<file path="src/rtl/_unused_placeholder_removed.sv">
// empty file intentionally holding only this comment

</file>
<file path="src/rtl/timer8_pkg.sv">
// package: register map, reset values, modes and state layout of the 8-bit compare timer
package timer8_pkg;
	// register byte addresses on the register bus
	localparam logic [7:0] OFS_CTRL   = 8'h00; // mode, clock, actions, pin control
	localparam logic [7:0] OFS_COUNT  = 8'h04; // timer_count_value
	localparam logic [7:0] OFS_CMP_A  = 8'h08; // compare_value_a
	localparam logic [7:0] OFS_CMP_B  = 8'h0C; // compare_value_b
	localparam logic [7:0] OFS_FLAGS  = 8'h10; // flags, write one to clear
	localparam logic [7:0] OFS_FORCE  = 8'h14; // force strobes (write), output states (read)
	// control register field positions
	localparam int WAVE_LSB   = 0;  // waveform_select, 3 bits
	localparam int CLKSEL_LSB = 3;  // clock_source_select, 3 bits
	localparam int ACT_A_LSB  = 6;  // compare_output_action a, 2 bits
	localparam int ACT_B_LSB  = 8;  // compare_output_action b, 2 bits
	localparam int DIR_A_BIT  = 10; // pin_direction_bit a
	localparam int DIR_B_BIT  = 11; // pin_direction_bit b
	localparam int PORT_A_BIT = 12; // general port output value a
	localparam int PORT_B_BIT = 13; // general port output value b
	// flag register bit positions
	localparam int OVF_BIT = 0;
	localparam int MFA_BIT = 1;
	localparam int MFB_BIT = 2;
	// reset values
	localparam logic [7:0] RST_BYTE = 8'h00;
	localparam logic [9:0] RST_PRE  = 10'h000;
	// counter extremes
	localparam logic [7:0] CNT_MAX    = 8'hFF;
	localparam logic [7:0] CNT_BOTTOM = 8'h00;
	// waveform_select codes
	localparam logic [2:0] WAVE_NORMAL   = 3'h0;
	localparam logic [2:0] WAVE_CLEAR    = 3'h2; // clear_on_match_mode
	localparam logic [2:0] WAVE_FAST_MAX = 3'h3;
	localparam logic [2:0] WAVE_FAST_CMP = 3'h7;
	// clock_source_select codes: stop, /1, /8, /64, /256, /1024
	localparam logic [2:0] CLK_STOP = 3'h0;
	localparam logic [2:0] CLK_D1   = 3'h1;
	localparam logic [2:0] CLK_D8   = 3'h2;
	localparam logic [2:0] CLK_D64  = 3'h3;
	localparam logic [2:0] CLK_D256 = 3'h4;
	localparam logic [2:0] CLK_D1K  = 3'h5;
	// compare_output_action codes
	localparam logic [1:0] ACT_NONE = 2'h0;
	localparam logic [1:0] ACT_TOG  = 2'h1;
	localparam logic [1:0] ACT_CLR  = 2'h2;
	localparam logic [1:0] ACT_SET  = 2'h3;
	// bus responses
	localparam logic [1:0] RESP_OKAY   = 2'h0;
	localparam logic [1:0] RESP_SLVERR = 2'h2;

	// whole state of the timer block
	typedef struct packed {
		logic [13:0] ctrl;   // control register
		logic [7:0]  cnt;    // timer_count_value
		logic [7:0]  cmp_a;  // active compare a
		logic [7:0]  cmp_b;  // active compare b
		logic [7:0]  buf_a;  // cpu side compare a
		logic [7:0]  buf_b;  // cpu side compare b
		logic        ovf;    // overflow_flag
		logic        mfa;    // match_flag_a
		logic        mfb;    // match_flag_b
		logic        oc_a;   // compare_output_state a
		logic        oc_b;   // compare_output_state b
		logic        block;  // matches held off through the next tick
		logic [9:0]  pre;    // prescaler count
		logic        aw_got; // write address held
		logic [7:0]  aw_adr;
		logic        w_got;  // write data held
		logic [31:0] w_dat;
		logic [3:0]  w_stb;
		logic        bvalid;
		logic [1:0]  bresp;
		logic        rvalid;
		logic [1:0]  rresp;
		logic [31:0] rdata;
	} timer_state_t;

	// pin drive pair for one compare pin
	typedef struct packed {
		logic out; // level driven
		logic oe;  // high while driving
	} pin_drive_t;
endpackage

</file>
<file path="src/rtl/timer8_compare.sv">
// 8-bit timer with two compare channels, waveform modes and an AXI4-Lite register slave
// Overview of operation
// (RQ1) cpu compare access hits buffer or register
// (RQ2) force strobe updates output, no flag/clear
// (RQ3) count write blocks matches next timer tick
// (RQ4) action change applies from next match
// (RQ5) reset clears both compare output states
// (RQ6) nonzero action overrides port value, direction kept
// (RQ7) output state survives mode changes
// (RQ8) action zero leaves output state unchanged
// (RQ9) count sequence from mode only
// (RQ10) mode 0 counts up, wraps FF to 00
// (RQ11) normal mode overflow set when count zero
// (RQ12) mode 2 clears counter at compare a
// (RQ13) unbuffered compare a may miss, wraps
// (RQ14) match flag a each top in mode 2
// (RQ15) mode 2 action 1 toggles on match
// (RQ16) mode 2 overflow on max to zero
// (RQ17) modes 3/7 count zero to top, restart
// (RQ18) fast pwm match and bottom set/clear output
// (RQ19) fast pwm clears counter tick after top
// (RQ20) fast pwm overflow set at top
// (RQ21) prescale 1, 8, 64, 256, 1024
// (RQ22) compare buffered in pwm, loaded at top
// (RQ23) match flag set next tick, write-one clears
// (RQ24) cpu count write beats clear and count
// (RQ25) clock select zero stops, count still accessible
// (RQ26) single clock, timer tick is enable
//
// Our own choices: the AXI4-Lite interface to the registers and the register addresses.
`timescale 1ns/100ps
module timer8_compare
	import timer8_pkg::*;
(
	input  wire logic        aclk,
	input  wire logic        aresetn,
	input  wire logic        s_axi_awvalid,
	output logic             s_axi_awready,
	input  wire logic [7:0]  s_axi_awaddr,
	input  wire logic [2:0]  s_axi_awprot,
	input  wire logic        s_axi_wvalid,
	output logic             s_axi_wready,
	input  wire logic [31:0] s_axi_wdata,
	input  wire logic [3:0]  s_axi_wstrb,
	output logic             s_axi_bvalid,
	input  wire logic        s_axi_bready,
	output logic [1:0]       s_axi_bresp,
	input  wire logic        s_axi_arvalid,
	output logic             s_axi_arready,
	input  wire logic [7:0]  s_axi_araddr,
	input  wire logic [2:0]  s_axi_arprot,
	output logic             s_axi_rvalid,
	input  wire logic        s_axi_rready,
	output logic [31:0]      s_axi_rdata,
	output logic [1:0]       s_axi_rresp,
	output pin_drive_t       pin_a,
	output pin_drive_t       pin_b
);
	timer_state_t s;       // registered state
	timer_state_t n;       // next state
	logic [2:0]   wave;    // waveform_select
	logic [2:0]   clksel;  // clock_source_select
	logic [1:0]   act_a;   // compare_output_action a
	logic [1:0]   act_b;   // compare_output_action b
	logic         tick;    // one-cycle timer clock enable
	logic         pwm;     // fast pwm mode active
	logic [7:0]   top;     // top of the count
	logic         at_top;  // counter sits on top this tick
	logic         clr_cnt; // counter returns to bottom this tick
	logic         match_a; // qualified compare match a
	logic         match_b; // qualified compare match b
	logic         ovf_ev;  // overflow event
	logic         wr_go;   // register write performed this cycle
	logic         cnt_wr;  // cpu write to the count
	logic         ctrl_wr; // cpu write to the control register
	logic         force_a; // force strobe a
	logic         force_b; // force strobe b

	// next output state of one channel; pwm ignores force strobes
	function automatic logic next_oc(input logic oc, input logic [1:0] act, input logic in_pwm,
		input logic tog_ok, input logic hit, input logic frc, input logic bottom);
		logic r;
		r = oc;
		if (!in_pwm) begin
			// non-pwm: set, clear or toggle on match or force; action zero holds [RQ2] [RQ8]
			if (hit || frc) begin
				unique case (act)
					ACT_TOG: r = ~oc; // [RQ15]
					ACT_CLR: r = 1'b0;
					ACT_SET: r = 1'b1;
					default: r = oc;
				endcase
			end
		end else begin
			// pwm: match first, then bottom wins so compare at top gives a steady level [RQ18]
			if (hit) begin
				if (act == ACT_CLR)
					r = 1'b0;
				else if (act == ACT_SET)
					r = 1'b1;
				else if (act == ACT_TOG && tog_ok)
					r = ~oc;
			end
			if (bottom) begin
				if (act == ACT_CLR)
					r = 1'b1;
				else if (act == ACT_SET)
					r = 1'b0;
			end
		end
		return r;
	endfunction

	// control field decode
	assign wave   = s.ctrl[WAVE_LSB +: 3];
	assign clksel = s.ctrl[CLKSEL_LSB +: 3];
	assign act_a  = s.ctrl[ACT_A_LSB +: 2];
	assign act_b  = s.ctrl[ACT_B_LSB +: 2];

	// prescaler taps; the free-running count makes the first tick after a select change
	// arrive early, traded for a single shared divider [RQ21] [RQ25] [RQ26]
	always_comb begin
		unique case (clksel)
			CLK_D1:   tick = 1'b1;
			CLK_D8:   tick = (s.pre[2:0] == 3'h0);
			CLK_D64:  tick = (s.pre[5:0] == 6'h00);
			CLK_D256: tick = (s.pre[7:0] == 8'h00);
			CLK_D1K:  tick = (s.pre == RST_PRE);
			default:  tick = 1'b0; // stopped; external sources not wired
		endcase
	end

	// counting sequence from waveform_select only [RQ9] [RQ17]
	assign pwm     = (wave == WAVE_FAST_MAX) || (wave == WAVE_FAST_CMP);
	assign top     = (wave == WAVE_FAST_CMP) ? s.cmp_a : CNT_MAX;
	assign at_top  = tick && (s.cnt == top);
	assign clr_cnt = (tick && wave == WAVE_CLEAR && s.cnt == s.cmp_a) || (pwm && at_top); // [RQ12] [RQ19]
	// matches are suppressed from a count write through the next tick [RQ3]
	assign match_a = tick && !s.block && (s.cnt == s.cmp_a);
	assign match_b = tick && !s.block && (s.cnt == s.cmp_b);
	// overflow: at top in fast pwm, otherwise on max to zero [RQ11] [RQ16] [RQ20]
	assign ovf_ev  = pwm ? at_top : (tick && s.cnt == CNT_MAX);

	// register write decode, done once address and data are both held
	assign wr_go   = s.aw_got && s.w_got && !s.bvalid;
	assign cnt_wr  = wr_go && s.aw_adr == OFS_COUNT && s.w_stb[0];
	assign ctrl_wr = wr_go && s.aw_adr == OFS_CTRL;
	assign force_a = wr_go && s.aw_adr == OFS_FORCE && s.w_stb[0] && s.w_dat[0];
	assign force_b = wr_go && s.aw_adr == OFS_FORCE && s.w_stb[0] && s.w_dat[1];

	// bus handshakes: one write and one read outstanding
	assign s_axi_awready = !s.aw_got && !s.bvalid;
	assign s_axi_wready  = !s.w_got && !s.bvalid;
	assign s_axi_arready = !s.rvalid;
	assign s_axi_bvalid  = s.bvalid;
	assign s_axi_bresp   = s.bresp;
	assign s_axi_rvalid  = s.rvalid;
	assign s_axi_rdata   = s.rdata;
	assign s_axi_rresp   = s.rresp;

	// pins: nonzero action hands the pin to the compare state, direction stays with software [RQ6]
	assign pin_a.out = (act_a != ACT_NONE) ? s.oc_a : s.ctrl[PORT_A_BIT];
	assign pin_a.oe  = s.ctrl[DIR_A_BIT];
	assign pin_b.out = (act_b != ACT_NONE) ? s.oc_b : s.ctrl[PORT_B_BIT];
	assign pin_b.oe  = s.ctrl[DIR_B_BIT];

	// next-state logic for timer and bus
	always_comb begin
		n = s;
		n.pre = s.pre + 10'h001;
		// counter steps on tick only; holds when stopped [RQ10] [RQ25]
		if (tick)
			n.cnt = clr_cnt ? CNT_BOTTOM : 8'(s.cnt + 8'h01);
		// block lasts up to the next tick
		if (tick)
			n.block = 1'b0;
		// buffered compare loads at top in pwm [RQ22]
		if (pwm && at_top) begin
			n.cmp_a = s.buf_a;
			n.cmp_b = s.buf_b;
		end
		// output state; mode changes never touch it [RQ4] [RQ7]
		n.oc_a = next_oc(s.oc_a, act_a, pwm, wave == WAVE_FAST_CMP, match_a, force_a, pwm && at_top);
		n.oc_b = next_oc(s.oc_b, act_b, pwm, 1'b0, match_b, force_b, pwm && at_top);
		// flags: set beats a write-one clear in the same cycle [RQ14] [RQ23]
		n.ovf = s.ovf | ovf_ev;
		n.mfa = s.mfa | match_a;
		n.mfb = s.mfb | match_b;
		// write channels taken independently
		if (s_axi_awvalid && s_axi_awready) begin
			n.aw_got = 1'b1;
			n.aw_adr = {s_axi_awaddr[7:2], 2'b00};
		end
		if (s_axi_wvalid && s_axi_wready) begin
			n.w_got = 1'b1;
			n.w_dat = s_axi_wdata;
			n.w_stb = s_axi_wstrb;
		end
		if (s.bvalid && s_axi_bready)
			n.bvalid = 1'b0;
		// perform the write and answer
		if (wr_go) begin
			n.aw_got = 1'b0;
			n.w_got  = 1'b0;
			n.bvalid = 1'b1;
			n.bresp  = RESP_OKAY;
			unique case (s.aw_adr)
				OFS_CTRL: begin
					if (s.w_stb[0])
						n.ctrl[7:0] = s.w_dat[7:0];
					if (s.w_stb[1])
						n.ctrl[13:8] = s.w_dat[13:8];
				end
				OFS_COUNT: begin
					// cpu write beats clear and count, and arms the block [RQ3] [RQ24]
					if (s.w_stb[0]) begin
						n.cnt   = s.w_dat[7:0];
						n.block = 1'b1;
					end
				end
				OFS_CMP_A: begin
					// buffered in pwm, direct otherwise [RQ1] [RQ13] [RQ22]
					if (s.w_stb[0]) begin
						n.buf_a = s.w_dat[7:0];
						if (!pwm)
							n.cmp_a = s.w_dat[7:0];
					end
				end
				OFS_CMP_B: begin
					if (s.w_stb[0]) begin
						n.buf_b = s.w_dat[7:0];
						if (!pwm)
							n.cmp_b = s.w_dat[7:0];
					end
				end
				OFS_FLAGS: begin
					// write one clears, unless hardware sets in this cycle
					if (s.w_stb[0]) begin
						n.ovf = (s.ovf & ~s.w_dat[OVF_BIT]) | ovf_ev;
						n.mfa = (s.mfa & ~s.w_dat[MFA_BIT]) | match_a;
						n.mfb = (s.mfb & ~s.w_dat[MFB_BIT]) | match_b;
					end
				end
				OFS_FORCE: n.bresp = RESP_OKAY; // strobes act through force_a/force_b
				default:   n.bresp = RESP_SLVERR;
			endcase
		end
		// read channel: answer in the cycle after the address is taken
		if (s.rvalid && s_axi_rready)
			n.rvalid = 1'b0;
		if (s_axi_arvalid && s_axi_arready) begin
			n.rvalid = 1'b1;
			n.rresp  = RESP_OKAY;
			n.rdata  = 32'h0000_0000;
			unique case ({s_axi_araddr[7:2], 2'b00})
				OFS_CTRL:  n.rdata = {18'h00000, s.ctrl};
				OFS_COUNT: n.rdata = {24'h000000, s.cnt};
				OFS_CMP_A: n.rdata = {24'h000000, s.buf_a}; // [RQ1]
				OFS_CMP_B: n.rdata = {24'h000000, s.buf_b};
				OFS_FLAGS: n.rdata = {29'h00000000, s.mfb, s.mfa, s.ovf};
				OFS_FORCE: n.rdata = {30'h00000000, s.oc_b, s.oc_a};
				default:   n.rresp = RESP_SLVERR;
			endcase
		end
	end

	// state register; synchronous reset clears output states too [RQ5]
	always_ff @(posedge aclk) begin
		if (!aresetn)
			s <= '0;
		else
			s <= n;
	end
endmodule

</file>
<file path="config.mk">
export PLATFORM = sky130hd
export DESIGN_NAME = timer8_compare
export DESIGN_NICKNAME = d
export VERILOG_FILES = /design/src/rtl/_unused_placeholder_removed.sv /design/src/rtl/timer8_pkg.sv /design/src/rtl/timer8_compare.sv
export SDC_FILE = /design/constraint.sdc
export NUM_CORES = 1
export LEC_CHECK = 0
export ABC_AREA = 1
export BUFFER_PORTS_ARGS = -buffer_cell sky130_fd_sc_hd__buf_2
export CAP_MARGIN = 20
export CORE_ASPECT_RATIO = 0.7
export CORE_UTILIZATION = 50
export DETAILED_ROUTE_END_ITERATION = 7
export HOLD_SLACK_MARGIN = 0.08
export PLACE_DENSITY = 0.76
export SLEW_MARGIN = 20
export SYNTH_ARGS = -nofsm -noshare
export SYNTH_HDL_FRONTEND = slang
export SYNTH_SLANG_ARGS = --single-unit
</file>
<file path="constraint.sdc">
create_clock -name aclk -period 1.7 [get_ports aclk]
set_input_delay 0.17 -clock aclk [delete_from_list [all_inputs] [get_ports aclk]]
set_output_delay 0.17 -clock aclk [all_outputs]
set_load 0.01 [all_outputs]
</file>
==> metrics.cfg, run 1 <==
[status]
outcome = finished with violations
violations = setup timing

[floorplanning]
die_w_um = 131
ios = 110
core_mm2 = 0.0111
core.rowCount = 32
die_y_um = 92.1
start_util_pct = 52.1
dieArea_mm2 = 0.0120

[yosys]
synth_cells = 832
async_flop_share_pct = 0
seq_area_frac_synth_pct = 38.7
synth_common_cells = nand2_1, nor2_1, dfxtp_1, o21ai_0, inv_1
yosys_warnings = 0
syn-mean-instance-area_um2 = 6.97
synth_area_mm2 = 0.00580
synth_area_leaders = dfxtp_1, nand2_1, nor2_1
synth_top_cell_by_area = dfxtp_1
ys.flop_type = dfxtp_1
synth_top_area_share_pct = 38.7
yosysUniqueCellTypes = 43
synth_enable_flop_cells = 0
yosysMostFrequentCell = nand2_1
ys_ff_latch = 112

[clocking]
h-tree-depth = 3
cts_max_path_buffers = 2
cts_tree = done
path_clk_slew_ns = 0.08
clock_latency_ns = 0.36
cts_inserted_buffers = 9
root_buffer = clkbuf_16
numClockSinks = 112

[sta]
worst_pin_slew_ns = 0.529
slew_violations = 0
setup_slack_ns = -0.0796
post-route-period-util_pct = 105
fin_tns_setup_ns = -1.11
rsz0062_at_grt = yes
relSlewSlack_pct = 64.7
setup_violations = 22
max_freq_ghz = 0.562
hold_viol_final = 0
fin_hold_ws_ns = 0.0877
period_minus_slack_ns = 1.78
fin_skew_ns = 0.0111

[routing]
drtIter0Drc = 602
vias_per_cell = 5.34
routed_wl_um = 17000
wl_per_cell_um = 15.2
ant_nets = 0
vias = 5975
drtPass1Iterations = 6
drc = 0

[place]
hpwlAfterDp_um = 11700
port-buffer-count = 59
placed_area_mm2 = 0.00655
place.gp.congestion = 0.954

[power_and_ir_drop]
p_per_area_mw_per_mm2 = 734
power.total_mw = 5.41
p_leak_nw = 3.30
peakVddDrop_mv = 0.527

[finish]
fin_area_mm2 = 0.00737
fillCellCount = 939
layout.nets = 1028
drive_gt1_share_pct = 26.9
area_growth_pct = 27.2
diodes = 0
seqCellArea_mm2 = 0.00226
multi_input_area_mm2 = 0.00311

[grt]
grt_pass1_wl_um = 26700
gr-usage-all-layers_pct = 29.1
grt_max_degree = 51
antenna_found_initial = 0
grt_remaining_overflow = 0
grt_pass1_vias = 5397

[setup_path]
max_stage_delay_ns = 0.39
cp_max_fo = 7
rrSetupSlack_ns = -0.08
worstSetupEndpointType = register
cpMaxStageDelayCell = dfxtp_4
cp-start-kind = register
timing_worst_setup_path_type = reg2reg
critPathArrivalTime_ns = 2.04
required_ns = 1.96
worstPathCellList = inv_2 -> nand2_1 -> nand2_1 -> nor2_2 -> nand3_2 -> nor2_4 -> buf_4 -> nand4_4 -> buf_6 -> nand2_2 -> nand3_1 -> nand3_1 -> inv_1

[job]
max_cap_viol_count = 0

[hold_path]
hold_class = in2reg

## where the power goes
group / total [mW] / switching (mW) / internal (mW)
clock network: 2.10 / 1.07 / 1.03
logic: 0.524 / 0.318 / 0.206
registers: 2.79 / 0.0922 / 2.69
## cells by family (layout without fill, tap and decap cells)
group                      count (synthesis)  count (layout)  synth area share (%)
and+or+nand+nor                          397             398                  30.8
AOI/OAI and AO/OA                        166             166                  16.0
buffers and inverters                    144             257                  12.5
DFF                                      112             112                  38.7
xor gates and xnor gates                   9               9                  1.36
adders and majority gates                  3               3                 0.648
other                                      1              20                0.0647
## repair_timing
action | in CTS | in global routing
setup endpoints to repair | 25 | 40
hold endpoints to repair | 14 | 0
gates resized for setup | 24 | 62
pin swaps | 7 | 35
hold buffers | 14 | 0
gates cloned | 1 | 1
setup buffers | 5 | 10
## metrics by stage
stage	util, %	setup WS, ns	std cells
6_report	66.2	-0.0796	1118
5_1_grt	66.2	-0.220	1118
4_1_cts	63.8	-0.0445	1107
3_5_place_dp	58.8	-0.127	1071
3_3_place_gp	58.8	-0.0843	1071
2_1_floorplan	-	-0.00696	851
## critical path: cells and delay by family, from the launching register on
kind / cells / cell delay, ns
AND/OR/NAND/NOR: 9 / 0.88
buffers and inverters: 4 / 0.42
flip-flops: 1 / 0.39
## registers in the layout, summed over array words and instances (netlist names), named ones only
name	flops
s_axi_rvalid	1
s_axi_rdata	14
s_axi_bvalid	1
s	84
act_b	2
pin_a	1
act_a	2
s_axi_rresp	1
pin_b	1
s_axi_bresp	1
clksel	3
## per-layer routing
metal / GRT usage [%] / part of all wire [%] / vias up
li1: - / - / 2945
met1: 40.2 / 45 / 2723
met2: 44.1 / 44 / 272
met3: 8.05 / 9.5 / 35
met4: 8.14 / 2.0 / 0
met5: 0 / 0 / -
## cells in the final DEF, fill, tap and decap left out, drive strengths merged, types with 8 or more instances in the layout
cell type    instances
nor3                10
dfxtp              112
nand4               23
nand2              153
inv                 81
buf                147
o21ai               75
clkbuf              10
a21oi               60
conb                20
nor2               148
nand3               62
dlygate4sd3         14
a22oi                8
## area by class of cell
cell class              instances  share of cell area, %
repair buffers                161                   16.2
clock inverters                 6                  0.832
multi-input cells             596                   42.2
clock buffers                  10                   3.11
flip-flops and latches        112                   30.7
well taps                     153                   2.60
inverters                      80                   4.38
## worst paths after layout
check,start,end,depth (start not counted)
min,s_axi_wstrb[0],s[38]$_SDFFE_PN0P_,3
min reg2reg,s_axi_bresp[1]$_SDFFE_PN0P_,s_axi_bresp[1]$_SDFFE_PN0P_,2
max,s[135]$_SDFF_PN0_,s[126]$_SDFF_PN0_,13
max reg2reg,s[135]$_SDFF_PN0_,s[126]$_SDFF_PN0_,13
No activity file was read; power rests on OpenSTA's default activity.
==> run 2: changes to the inputs <==
--- a/config.mk
+++ b/config.mk
@@ -9,10 +9,11 @@
 export BUFFER_PORTS_ARGS = -buffer_cell sky130_fd_sc_hd__buf_2
 export CAP_MARGIN = 20
 export CORE_ASPECT_RATIO = 0.7
-export CORE_UTILIZATION = 50
+export CORE_UTILIZATION = 52
+export CTS_BUF_LIST = sky130_fd_sc_hd__clkbuf_4 sky130_fd_sc_hd__clkbuf_8
 export DETAILED_ROUTE_END_ITERATION = 7
 export HOLD_SLACK_MARGIN = 0.08
-export PLACE_DENSITY = 0.76
+export PLACE_DENSITY = 0.79
 export SLEW_MARGIN = 20
 export SYNTH_ARGS = -nofsm -noshare
 export SYNTH_HDL_FRONTEND = slang
==> metrics.cfg, run 2 (synthesized netlist as in run 1, its figures left out) <==
[status]
outcome = finished with violations
violations = setup timing

[finish]
largest_register_ffs = 84  ; unchanged
area_growth_pct = 24.4
fin_area_mm2 = 0.00721  ; -2.2%
diodes = 0  ; unchanged
layout.nets = 1022  ; -0.58%
instances_no_fill = 1107  ; -0.98%
drive_gt1_share_pct = 24.9  ; -2.0 points
final_util_pct = 68.1  ; +1.9 points
top_register = s
final_common_cell = nand2_1
final_cell_mix = nand2_1, nor2_1, dfxtp_1

[grt]
grt_max_degree = 52  ; +2.0%
grt_pass1_wl_um = 27100  ; +1.4%
busiest_layer = met2
use_met2_pct = 43.2  ; -0.89 points
gr-usage-met3_pct = 9.89  ; +1.8 points
grt_pass1_vias = 5422  ; +0.46%
grt_util_met1_pct = 41.9  ; +1.7 points
antenna_found_initial = 1  ; +1
gr-usage-all-layers_pct = 29.9  ; +0.75 points
grt_remaining_overflow = 0  ; unchanged

[power_and_ir_drop]
p_leak_nw = 3.24  ; -1.9%
peakVddDrop_mv = 0.596  ; +13%
p_per_area_mw_per_mm2 = 705  ; -3.9%
power.total_mw = 5.08  ; -6.0%

[setup_path]
critPathArrivalTime_ns = 2.15  ; +0.11 ns
rrSetupSlack_ns = -0.11  ; -0.03 ns
timing_worst_setup_path_type = reg2reg
worstReg2RegEnd = s[96]$_SDFFE_PN0P_
cp_max_fo = 7  ; unchanged
cp-start-kind = register
worstReg2RegStart = s[84]$_SDFF_PN0_
ff2ff_path_depth = 13  ; unchanged
required_ns = 2.03  ; +0.07 ns
worstSetupEndpointType = register

[routing]
drc = 0  ; unchanged
drtPass1Iterations = 7  ; +1
vias_per_cell = 5.44  ; +1.8%
routed_wl_um = 16900  ; -0.45%
wl_per_cell_um = 15.3  ; +0.54%
drtIter0Drc = 691  ; +15%
ant_nets = 0  ; unchanged
vias = 6024  ; +0.82%

[hold_path]
min_to = s[79]$_SDFFE_PN0P_
hold_class = in2reg
whs_path_depth = 3  ; unchanged
worstHoldStart = s_axi_awaddr[4]

[clocking]
cts_tree = done
numClockSinks = 112  ; unchanged
h-tree-depth = 3  ; unchanged
cts_inserted_buffers = 9  ; unchanged
root_buffer = clkbuf_8
cts_max_path_buffers = 2  ; unchanged
clock_latency_ns = 0.40  ; +0.04 ns
path_clk_slew_ns = 0.12  ; +0.04 ns

[floorplanning]
dieArea_mm2 = 0.0116  ; -3.8%
die_w_um = 128  ; -1.9%
core.rowCount = 31  ; -3.1%
ios = 110  ; unchanged
core_mm2 = 0.0106  ; -4.9%
start_util_pct = 54.7  ; +2.7 points
die_y_um = 90.3  ; -1.9%

[place]
placed_area_mm2 = 0.00650  ; -0.67%
preCtsSetupSlack_ns = -0.118  ; +0.00925 ns
dpl.cell_count = 1061  ; -0.93%
port-buffer-count = 59  ; unchanged
place.gp.congestion = 0.981  ; +2.8%
hpwlAfterDp_um = 11800  ; +1.6%

[sta]
fin_tns_setup_ns = -1.32  ; -0.209 ns
hold_viol_final = 0  ; unchanged
rsz0062_at_grt = yes
period_minus_slack_ns = 1.81  ; +0.0331 ns
worst_pin_slew_ns = 0.498  ; -0.0311 ns
post-route-period-util_pct = 107  ; +1.9 points
fin_skew_ns = 0.0134  ; +0.00221 ns
setup_violations = 23  ; +4.5%
slew_violations = 0  ; unchanged
max_freq_ghz = 0.552  ; -1.8%
fin_hold_ws_ns = 0.0736  ; -0.0141 ns
relSlewSlack_pct = 66.7  ; +2.1 points
setup_slack_ns = -0.113  ; -0.0331 ns

[job]
max_cap_viol_count = 0  ; unchanged

==> run 2: final cells by class <==
cell class / instances / area (µm²)
inverters: 80 / 314
flip-flops and latches: 112 / 2260
well taps: 148 / 185
repair buffers: 155 / 1160
multi-input cells: 596 / 3070
clock buffers: 9 / 124
fillers: 897 / 3380
clock inverters: 7 / 97.6
==> run 2: timing repair <==
| item | in CTS | in global routing |
|---|---|---|
| hold buffers | 20 | 0 |
| hold endpoints to repair | 20 | 0 |
| buffers inserted | 1 | 7 |
| endpoints found under the setup margin | 25 | 40 |
| pin swaps | 5 | 17 |
| gates cloned | 1 | 1 |
| gates resized for setup | 10 | 56 |
==> run 2: worst max-delay path by stage <==
stage,cells past startpoint,endpoint,from,slack [ns]
final,13,s[96]$_SDFFE_PN0P_,s[84]$_SDFF_PN0_,-0.11
after global routing,13,s[124]$_SDFF_PN0_,s[84]$_SDFF_PN0_,-0.22
after CTS,13,s[131]$_SDFF_PN0_,s[84]$_SDFF_PN0_,-0.04
after detailed placement,13,s[131]$_SDFF_PN0_,s[84]$_SDFF_PN0_,-0.12
after global placement,13,s[131]$_SDFF_PN0_,s[84]$_SDFF_PN0_,-0.10
after floorplan,12,s[125]$_SDFF_PN0_,s[84]$_SDFF_PN0_,-0.007
==> run 2: where the power goes <==
group | leakage (nW) | switching (mW) | total (mW) | internal [mW]
Clock | 0.113 | 1.05 | 1.78 | 0.734
Sequential | 0.915 | 0.0897 | 2.79 | 2.70
Combinational | 2.21 | 0.313 | 0.515 | 0.201
==> run 2: per-layer routing <==
metal | wire length, µm | vias up | part of all wire [%]
met3 | 1830 | 45 | 11
met4 | 324 | 2 | 1.9
met2 | 7170 | 303 | 42
met1 | 7600 | 2738 | 45
met5 | 9 | - | 0.053
li1 | - | 2936 | -
==> run 2: worst max-delay path: stages, from the launching register on <==
cell	delay, ns
dfxtp_2	0.34
inv_2	0.06
ha_4	0.12
inv_2	0.04
o21ai_2	0.13
nand3_2	0.09
a21oi_4	0.17
buf_12	0.16
nand3_4	0.10
nor2_4	0.25
nand2_2	0.06
nand2_1	0.06
nand2_1	0.06
a21oi_2	0.11
